==> src/hdl/cbm_pkg.sv <==
package cbm_pkg;
    // buffer geometry
    localparam int RX_STAGES = 5;
    localparam int TX_BUFS = 3;
    localparam int RX_BODY_BYTES = 13;
    localparam int TX_BODY_BYTES = 14;
    localparam int ID_REGS = 8;
    localparam int TIMER_W = 16;
    localparam logic [3:0] STAMP_HI_OFS = 4'hE;
    localparam logic [3:0] STAMP_LO_OFS = 4'hF;
    // values after reset
    localparam logic [7:0] ID_RESET = 8'h00;
    localparam logic [2:0] TX_EMPTY_RESET = 3'h7;
    localparam logic [7:0] TX_SEL_RESET = 8'h00;
    localparam logic [15:0] STAMP_RESET = 16'h0000;
    // bit time of the stamp timer
    localparam int CLK_PERIOD_NS = 8;
    localparam int BIT_TIME_NS = 2000;
    localparam int BIT_CYCLES = (BIT_TIME_NS + CLK_PERIOD_NS - 1) / CLK_PERIOD_NS;

    typedef enum logic {
        CBM_RUN = 1'b0,
        CBM_SLEEP = 1'b1
    } cbm_pwr_e;

    typedef struct packed {
        logic [RX_BODY_BYTES-1:0][7:0] body;
        logic [7:0] pad;
        logic [TIMER_W-1:0] stamp;
    } cbm_rx_buf_s;

    typedef struct packed {
        logic [TX_BODY_BYTES-1:0][7:0] body;
        logic [TIMER_W-1:0] stamp;
    } cbm_tx_buf_s;

    typedef struct packed {
        logic [ID_REGS-1:0][7:0] accept;
        logic [ID_REGS-1:0][7:0] mask;
    } cbm_id_filter_s;
endpackage : cbm_pkg

==> src/hdl/cbm_fifo.sv <==
`timescale 1ns/1ns
`default_nettype none
module cbm_fifo
    import cbm_pkg::*;
#(
    parameter int WIDTH = 128,
    parameter int DEPTH = RX_STAGES
)(
    // clock and reset
    input wire logic clk_sys_in,
    input wire logic rst_in,
    // filling side
    input wire logic in_valid_in,
    output logic in_ready_out,
    input wire logic [WIDTH-1:0] in_data_in,
    // draining side
    output logic out_valid_out,
    input wire logic out_ready_in,
    output logic [WIDTH-1:0] out_data_out
);
    localparam int AW = (DEPTH > 1) ? $clog2(DEPTH) : 1;
    localparam logic [AW:0] FULL_CNT = (AW+1)'(DEPTH);
    localparam logic [AW-1:0] LAST_PTR = AW'(DEPTH - 1);

    logic [WIDTH-1:0] mem_r [DEPTH];
    logic [AW-1:0] wr_ptr_r;
    logic [AW-1:0] rd_ptr_r;
    logic [AW:0] count_r;
    logic push;
    logic pop;

    assign in_ready_out = (count_r != FULL_CNT);
    assign out_valid_out = (count_r != '0);
    assign out_data_out = mem_r[rd_ptr_r];
    assign push = in_valid_in && in_ready_out;
    assign pop = out_valid_out && out_ready_in;

    always_ff @(posedge clk_sys_in)
    begin
        if (push)
        begin
            mem_r[wr_ptr_r] <= in_data_in;
        end
    end

    always_ff @(posedge clk_sys_in)
    begin
        if (rst_in)
        begin
            wr_ptr_r <= '0;
            rd_ptr_r <= '0;
            count_r <= '0;
        end
        else
        begin
            if (push)
                wr_ptr_r <= (wr_ptr_r == LAST_PTR) ? '0 : wr_ptr_r + 1'b1;
            if (pop)
                rd_ptr_r <= (rd_ptr_r == LAST_PTR) ? '0 : rd_ptr_r + 1'b1;
            if (push && !pop)
                count_r <= count_r + 1'b1;
            else if (pop && !push)
                count_r <= count_r - 1'b1;
        end
    end
endmodule : cbm_fifo
`default_nettype wire

==> src/hdl/cbm_stamp_timer.sv <==
`timescale 1ns/1ns
`default_nettype none
module cbm_stamp_timer
    import cbm_pkg::*;
#(
    parameter int CYCLES = BIT_CYCLES
)(
    // clock and reset
    input wire logic clk_sys_in,
    input wire logic rst_in,
    // control
    input wire logic clear_in,
    input wire logic enable_in,
    // count
    output logic [TIMER_W-1:0] count_out
);
    localparam logic [15:0] DIV_LAST = 16'(CYCLES - 1);
    logic [15:0] div_r;
    logic tick_r;

    // bit-rate enable pulse
    always_ff @(posedge clk_sys_in)
    begin
        if (rst_in)
        begin
            div_r <= '0;
            tick_r <= 1'b0;
        end
        else
        begin
            tick_r <= (div_r == DIV_LAST);
            div_r <= (div_r == DIV_LAST) ? '0 : div_r + 16'h0001;
        end
    end

    always_ff @(posedge clk_sys_in)
    begin
        if (rst_in)
            count_out <= STAMP_RESET;
        // zero in init
        else if (clear_in)
            count_out <= STAMP_RESET;
        // one step per bit
        else if (enable_in && tick_r)
            count_out <= count_out + 16'h0001;
    end
endmodule : cbm_stamp_timer
`default_nettype wire

==> src/hdl/cbm_core.sv <==
`timescale 1ns/1ns
`default_nettype none
// What this block does
// asleep with wake enable and request, bus activity wakes the block
// wake request toward the cpu only when wake irq enable is set
// listen-only still receives frames but drives recessive only
// listen-only never starts a transmission
// listen-only dominant bits loop back internally, bus stays recessive
// received messages queue in a five-stage fifo
// receive buffer is 16 bytes: 13 message bytes, stamp on top
// timer enabled, each reception gets a 16-bit stamp
// three transmit buffers
// only the selected transmit buffer appears in the cpu window
// select write keeps only the lowest set bit
// select read returns the lowest set bit only
// software writes the empty flags into the select register
// transmit buffer is 16 bytes: 14 message bytes, stamp on top
// timer enabled, each sent buffer gets a 16-bit stamp
// acceptance and mask registers reset to zero
// stamp timer is internal, free running, one step per bit
// stamp is caught at the ack delimiter sample point
// timer held at zero during init mode
// wake enable low, bus traffic is ignored while asleep
// select write of zero selects nothing and reads zero
module cbm_core
    import cbm_pkg::*;
#(
    parameter int STAMP_CYCLES = BIT_CYCLES
)(
    // clock and reset
    input wire logic clk_sys_in,
    input wire logic rst_in,
    // mode
    input wire logic init_mode_in,
    input wire logic listen_only_in,
    input wire logic timer_enable_in,
    // power
    input wire logic sleep_request_in,
    input wire logic wake_on_bus_enable_in,
    input wire logic wake_irq_enable_in,
    output logic sleep_acknowledge_out,
    output logic wake_cpu_out,
    // bus pins
    input wire logic can_rx_in,
    output logic can_tx_out,
    // protocol engine
    input wire logic mac_tx_bit_in,
    output logic mac_rx_bit_out,
    input wire logic mac_idle_in,
    input wire logic ack_delim_in,
    input wire logic rx_msg_valid_in,
    input wire logic [RX_BODY_BYTES-1:0][7:0] rx_msg_in,
    output logic rx_msg_ready_out,
    output logic tx_start_out,
    output logic [1:0] tx_index_out,
    output logic [TX_BODY_BYTES-1:0][7:0] tx_frame_out,
    input wire logic tx_done_in,
    input wire logic tx_abort_in,
    // cpu receive window
    output cbm_rx_buf_s rx_head_out,
    output logic rx_head_valid_out,
    input wire logic rx_release_in,
    // cpu transmit side
    input wire logic tx_select_wr_in,
    input wire logic [7:0] tx_select_wdata_in,
    output logic [7:0] tx_select_out,
    input wire logic [TX_BUFS-1:0] tx_send_in,
    output logic [TX_BUFS-1:0] tx_empty_flags_out,
    input wire logic tx_win_wr_in,
    input wire logic [3:0] tx_win_addr_in,
    input wire logic [7:0] tx_win_wdata_in,
    output logic [7:0] tx_win_rdata_out,
    // identifier filter
    input wire logic id_wr_in,
    input wire logic id_mask_sel_in,
    input wire logic [2:0] id_addr_in,
    input wire logic [7:0] id_wdata_in,
    output cbm_id_filter_s id_filter_out
);
    cbm_pwr_e pwr_r;
    logic rx_meta_r;
    logic rx_sync_r;
    logic wake_block_r;
    logic wake_evt;
    logic [TIMER_W-1:0] timer_count;
    logic [TIMER_W-1:0] stamp_r;
    cbm_tx_buf_s tx_buf_r [TX_BUFS];
    logic tx_busy_r;
    logic [1:0] sel_idx;
    logic sel_any;
    logic [1:0] next_idx;
    logic next_any;
    logic [2:0] sel_low;
    logic fifo_valid;
    logic fifo_ready;
    logic fifo_take;
    cbm_rx_buf_s fifo_in;
    cbm_rx_buf_s fifo_out;

    // bus pin synchroniser
    always_ff @(posedge clk_sys_in)
    begin
        if (rst_in)
        begin
            rx_meta_r <= 1'b1;
            rx_sync_r <= 1'b1;
        end
        else
        begin
            rx_meta_r <= can_rx_in;
            rx_sync_r <= rx_meta_r;
        end
    end

    // dominant level wakes
    assign wake_evt = (pwr_r == CBM_SLEEP) && sleep_request_in &&
        wake_on_bus_enable_in && !rx_sync_r;

    always_ff @(posedge clk_sys_in)
    begin
        if (rst_in)
            pwr_r <= CBM_RUN;
        else
        begin
            unique case (pwr_r)
                CBM_RUN:
                begin
                    if (sleep_request_in && !wake_block_r && mac_idle_in &&
                        !tx_busy_r && !init_mode_in)
                        pwr_r <= CBM_SLEEP;
                end
                CBM_SLEEP:
                begin
                    // no wake without enable
                    if (!sleep_request_in || wake_evt)
                        pwr_r <= CBM_RUN;
                end
            endcase
        end
    end

    // after a wake, sleep again only on a fresh request
    always_ff @(posedge clk_sys_in)
    begin
        if (rst_in)
            wake_block_r <= 1'b0;
        else if (wake_evt)
            wake_block_r <= 1'b1;
        else if (!sleep_request_in)
            wake_block_r <= 1'b0;
    end

    assign sleep_acknowledge_out = (pwr_r == CBM_SLEEP);

    // cpu wake gated
    always_ff @(posedge clk_sys_in)
    begin
        if (rst_in)
            wake_cpu_out <= 1'b0;
        else
            wake_cpu_out <= wake_evt && wake_irq_enable_in;
    end

    // recessive in listen
    always_ff @(posedge clk_sys_in)
    begin
        if (rst_in)
            can_tx_out <= 1'b1;
        else if (listen_only_in || pwr_r == CBM_SLEEP)
            can_tx_out <= 1'b1;
        else
            can_tx_out <= mac_tx_bit_in;
    end

    // dominant loop back
    always_ff @(posedge clk_sys_in)
    begin
        if (rst_in)
            mac_rx_bit_out <= 1'b1;
        else
            mac_rx_bit_out <= rx_sync_r &
                (listen_only_in ? mac_tx_bit_in : 1'b1);
    end

    cbm_stamp_timer #(
        .CYCLES(STAMP_CYCLES)
    ) u_timer (
        .clk_sys_in(clk_sys_in),
        .rst_in(rst_in),
        .clear_in(init_mode_in),
        .enable_in(timer_enable_in),
        .count_out(timer_count)
    );

    // catch at ack delimiter
    always_ff @(posedge clk_sys_in)
    begin
        if (rst_in)
            stamp_r <= STAMP_RESET;
        else if (ack_delim_in)
            stamp_r <= timer_count;
    end

    // 13 bytes plus stamp
    always_comb
    begin
        fifo_in.body = rx_msg_in;
        fifo_in.pad = 8'h00;
        // stamp on reception
        fifo_in.stamp = timer_enable_in ? stamp_r : STAMP_RESET;
    end

    // receive in listen too
    cbm_fifo #(
        .WIDTH($bits(cbm_rx_buf_s)),
        .DEPTH(RX_STAGES)
    ) u_rx_fifo (
        .clk_sys_in(clk_sys_in),
        .rst_in(rst_in),
        .in_valid_in(rx_msg_valid_in),
        .in_ready_out(fifo_ready),
        .in_data_in(fifo_in),
        .out_valid_out(fifo_valid),
        .out_ready_in(fifo_take),
        .out_data_out(fifo_out)
    );

    assign fifo_take = !rx_head_valid_out || rx_release_in;

    // foreground receive buffer seen by the cpu
    always_ff @(posedge clk_sys_in)
    begin
        if (rst_in)
        begin
            rx_head_valid_out <= 1'b0;
            rx_head_out <= '0;
            rx_msg_ready_out <= 1'b0;
        end
        else
        begin
            rx_msg_ready_out <= fifo_ready;
            if (fifo_take)
            begin
                rx_head_valid_out <= fifo_valid;
                if (fifo_valid)
                    rx_head_out <= fifo_out;
            end
        end
    end

    // lowest set bit
    assign sel_low = tx_select_wdata_in[2:0] &
        (~tx_select_wdata_in[2:0] + 3'h1);

    always_ff @(posedge clk_sys_in)
    begin
        if (rst_in || init_mode_in)
            tx_select_out <= TX_SEL_RESET;
        // read back one bit
        else if (tx_select_wr_in)
            tx_select_out <= {5'h00, sel_low};
    end

    // decode the window
    always_comb
    begin
        sel_idx = 2'd0;
        sel_any = 1'b0;
        next_idx = 2'd0;
        next_any = 1'b0;
        for (int i = TX_BUFS - 1; i >= 0; i--)
        begin
            if (tx_select_out[i])
            begin
                sel_idx = 2'(i);
                sel_any = 1'b1;
            end
            if (!tx_empty_flags_out[i])
            begin
                next_idx = 2'(i);
                next_any = 1'b1;
            end
        end
    end

    // three buffers
    always_ff @(posedge clk_sys_in)
    begin
        if (rst_in)
        begin
            for (int i = 0; i < TX_BUFS; i++)
                tx_buf_r[i] <= '0;
        end
        else
        begin
            // 14 bytes, stamp on top
            if (tx_win_wr_in && sel_any && tx_win_addr_in < STAMP_HI_OFS)
                tx_buf_r[sel_idx].body[tx_win_addr_in] <= tx_win_wdata_in;
            // stamp on success
            if (tx_done_in && tx_busy_r && timer_enable_in)
                tx_buf_r[tx_index_out].stamp <= stamp_r;
        end
    end

    always_ff @(posedge clk_sys_in)
    begin
        if (rst_in || !sel_any)
            tx_win_rdata_out <= 8'h00;
        else if (tx_win_addr_in == STAMP_HI_OFS)
            tx_win_rdata_out <= tx_buf_r[sel_idx].stamp[15:8];
        else if (tx_win_addr_in == STAMP_LO_OFS)
            tx_win_rdata_out <= tx_buf_r[sel_idx].stamp[7:0];
        else
            tx_win_rdata_out <= tx_buf_r[sel_idx].body[tx_win_addr_in];
    end

    // empty flags: completion sets, cpu send clears, set wins
    always_ff @(posedge clk_sys_in)
    begin
        if (rst_in || init_mode_in)
            tx_empty_flags_out <= TX_EMPTY_RESET;
        else
        begin
            for (int i = 0; i < TX_BUFS; i++)
            begin
                if (tx_done_in && tx_busy_r && tx_index_out == 2'(i))
                    tx_empty_flags_out[i] <= 1'b1;
                else if (tx_send_in[i])
                    tx_empty_flags_out[i] <= 1'b0;
            end
        end
    end

    // transmit launcher
    always_ff @(posedge clk_sys_in)
    begin
        if (rst_in || init_mode_in)
        begin
            tx_busy_r <= 1'b0;
            tx_start_out <= 1'b0;
            tx_index_out <= 2'd0;
            tx_frame_out <= '0;
        end
        else
        begin
            tx_start_out <= 1'b0;
            if (tx_busy_r && (tx_done_in || tx_abort_in))
                tx_busy_r <= 1'b0;
            // no start in listen
            else if (!tx_busy_r && next_any && !listen_only_in &&
                     mac_idle_in && pwr_r == CBM_RUN)
            begin
                tx_busy_r <= 1'b1;
                tx_start_out <= 1'b1;
                tx_index_out <= next_idx;
                tx_frame_out <= tx_buf_r[next_idx].body;
            end
        end
    end

    // filter reset
    always_ff @(posedge clk_sys_in)
    begin
        if (rst_in)
            id_filter_out <= {2 * ID_REGS{ID_RESET}};
        else if (id_wr_in && init_mode_in)
        begin
            if (id_mask_sel_in)
                id_filter_out.mask[id_addr_in] <= id_wdata_in;
            else
                id_filter_out.accept[id_addr_in] <= id_wdata_in;
        end
    end
endmodule : cbm_core
`default_nettype wire

==> config.mk <==
export PLATFORM = sky130hd
export DESIGN_NAME = cbm_core
export DESIGN_NICKNAME = d
export VERILOG_FILES = /design/src/hdl/cbm_pkg.sv /design/src/hdl/cbm_fifo.sv /design/src/hdl/cbm_stamp_timer.sv /design/src/hdl/cbm_core.sv
export SDC_FILE = /design/constraint.sdc
export NUM_CORES = 2
export LEC_CHECK = 0
export BUFFER_PORTS_ARGS = -buffer_cell sky130_fd_sc_hd__buf_2
export CAP_MARGIN = 10
export CORE_MARGIN = 2
export CORE_UTILIZATION = 55
export CTS_BUF_LIST = sky130_fd_sc_hd__clkbuf_8
export DETAILED_ROUTE_END_ITERATION = 6
export GPL_ROUTABILITY_DRIVEN = 0
export PLACE_DENSITY = 0.75
export SLEW_MARGIN = 20
export SYNTH_ARGS = -nofsm -noshare
export SYNTH_HDL_FRONTEND = slang
export SYNTH_HIERARCHICAL = 1
export SYNTH_SLANG_ARGS = --single-unit
==> constraint.sdc <==
create_clock -name clk_sys_in -period 39.5 [get_ports clk_sys_in]
set_clock_uncertainty 0.1 [all_clocks]
set_input_delay 11.85 -clock clk_sys_in [delete_from_list [all_inputs] [get_ports clk_sys_in]]
set_output_delay 11.85 -clock clk_sys_in [all_outputs]
set_load 0.005 [all_outputs]
==> out/results.ini <==
[worst_hold_path]
min_from=rx_meta_r
holdPathStages=1
min_to=rx_sync_r
min_path_type=reg2reg

[clock_network]
cts_buffer_depth=3
cts_buffers=226
cts_tree=yes
clk_latency_ns=0.93
cts_sinks=1481
post-cts-setup-buffer-count=0
htree_levels=4
holdBufCountCts=0
cts_resized=0
clk_pin_slew_worst_paths_ns=0.06
root_buffer=clkbuf_8

[cells_and_area]
seq_area_mm2=0.0399
area_growth_pct=14.2
layout_common_cells=1024 x edfxtp_1, 558 x nor2_1, 547 x nand2_1
stdcell_count=6812
drive_gt1_frac=0.238
layout.nets=5351
multiInputGateArea_mm2=0.0188
fillers=8133
final_common_cell=edfxtp_1
design_area_mm2=0.0685

[routing]
wl_um=156000
drtPass1Iterations=6
routedWlPerCell_um=22.9
drt-initial-drc-count=4437
vias=40016
drc=0
viasPerCell=5.87
drtAntennaViolNets=0

[worst_setup_path]
r2r_slack_ns=35.04
critPathKind=in2reg
crit_chain=buf_2 > inv_1 > nand4_1 > nor3_1 > or2_2
cp_slowest_cell=nor3_1
r2r_start=tx_select_out[0]
crit_cells=5
r2r_cells=8
slowest_delay_ns=1.12
timing.rr.end=tx_win_rdata_out[6]
crit_buf_inv=2
cp-startpoint=tx_win_addr_in[3]
startpoint_type=input port
endpoint_kind=register
critPathTopFamily=simple AND/OR/NAND/NOR gates
cp.arrival_ns=15.00
critical_path_required_ns=39.98
worstPathMaxFanout=18

[logic_synthesis]
synth-compound-area-share=0.0707
avgSynthCellArea_um2=12.9
ys.flop_type=edfxtp_1
synth_seq_area_share=0.665
synthMuxAreaShare=0.0992
synth-simple-area-share=0.132
synth_top_family_by_area=simple AND/OR/NAND/NOR gates
synth_edf_count=1024
synthArstFlopShare=0
ys_types=68
synth-xor-area-share=0.00394
syn_area_mm2=0.0600
synth_warnings=6
synth_fa_ha_area_frac=0.00242
ys_ff_latch=1481
syn_inst=4638

[floorplan]
initial_utilization=0.553
row_count=121
io_pins=554
die_w_um=334
die_h_um=334
core_mm2=0.109
die_area_mm2=0.112

[placed_design]
dpl_cell_area_mm2=0.0637
numPortBuffers=543
dp_cells=6368
dpl.hpwl_um=95100

[power]
powerDensity_mw_per_mm2=55.1
p_leak_nw=25.9
ir_drop_mv=0.0712
power.total_mw=3.78

[sta]
layout_min_cycle_time_ns=14.52
rsz0062_at_grt=false
slew_headroom=0.236
tns_ns=0
report.final.slew_viol_count=0
worst_pin_slew_ns=1.14
fmax_ghz=0.0689
finalSetupViolations=0
report.final.hold_viol_count=0
period_share=0.368
hold_slack_ns=0.318

[grt]
grt_pass1_vias=38479
grt_pass1_wl_um=233000
grt_start_max_net_pins=104
grt_usage=0.274
grt_antenna_before_repair=18
gr-total-overflow=0

[flow_run]
maxCapViolations=0

[run_status]
run_status=completed

==> through the flow <==
step                      worst slack [ns]   util
final                                24.98  0.631
after global routing                 25.03  0.631
after CTS                            25.24  0.631
after detailed placement             24.32  0.587
after global placement               24.30  0.587
after floorplan                      13.34      -
==> metal layers <==
metal	up-vias	routed length [µm]	GRT usage	share of wire
met4	10	6980	0.131	0.045
met3	375	13600	0.0552	0.087
met2	1943	76000	0.446	0.49
li1	17975	-	-	-
met5	-	58	0	0.00037
met1	19713	59200	0.353	0.38
==> how the worst max path moves through the flow <==
stage	to
floorplan	u_rx_fifo/mem_r[4][0]
CTS	tx_win_rdata_out[6]
global placement	tx_win_rdata_out[6]
finish	tx_buf_r[1][72]
global route	tx_frame_out[78]
detailed placement	tx_win_rdata_out[6]
==> power by group <==
part,switching (mW),leakage (nW),internal [mW],total [mW]
registers,0.0640,13.7,1.77,1.83
clock network,0.602,2.75,0.691,1.29
logic,0.372,9.47,0.284,0.655
==> synth_stat cells, types with 54 or more instances <==
| library cell | n | area, µm² |
|---|---|---|
| a311oi_1 | 112 | 981 |
| nand2_1 | 550 | 2060 |
| mux2i_1 | 155 | 1550 |
| a21oi_1 | 278 | 1390 |
| o221ai_1 | 93 | 815 |
| mux2_2 | 129 | 1450 |
| and2_1 | 403 | 2520 |
| nor2_1 | 560 | 2100 |
| dfxtp_1 | 457 | 9150 |
| mux4_2 | 131 | 2950 |
| clkbuf_1 | 242 | 908 |
| or2_2 | 54 | 338 |
| edfxtp_1 | 1024 | 30700 |
==> sequential cells by signal, indices dropped and copies added, names as in the netlist, 2 cells and up, named ones only <==
| name | flops |
|---|---|
| tx_win_rdata_out | 8 |
| id_filter_out | 128 |
| u_rx_fifo/wr_ptr_r | 3 |
| tx_index_out | 2 |
| tx_empty_flags_out | 3 |
| u_rx_fifo/mem_r | 640 |
| tx_frame_out | 112 |
| tx_buf_r | 384 |
| u_timer/div_r | 16 |
| u_timer/count_out | 16 |
| tx_select_out | 3 |
| u_rx_fifo/count_r | 4 |
| stamp_r | 16 |
| u_rx_fifo/rd_ptr_r | 3 |
| rx_head_out | 128 |
==> logic make-up (layout without fill, tap and decap cells) <==
family                     count (synthesis)  in the layout
adders and majority gates                 11             11
muxes                                    415            415
other                                      1             60
AOI/OAI and AO/OA                        639            639
buffers and inverters                    357           1058
xor gates and xnor gates                  27             27
DFF                                     1481           1481
and+or+nand+nor                         1707           1707
==> area by class of cell <==
type,count,area share
Antenna cell,15,0.000548
Clock buffer,274,0.0550
Clock inverter,155,0.0142
Inverter,30,0.00164
Multi-Input combinational cell,2844,0.274
Sequential cell,1481,0.582
Tap cell,1414,0.0258
Timing Repair Buffer,599,0.0461
(Power assumes the default switching activity.)
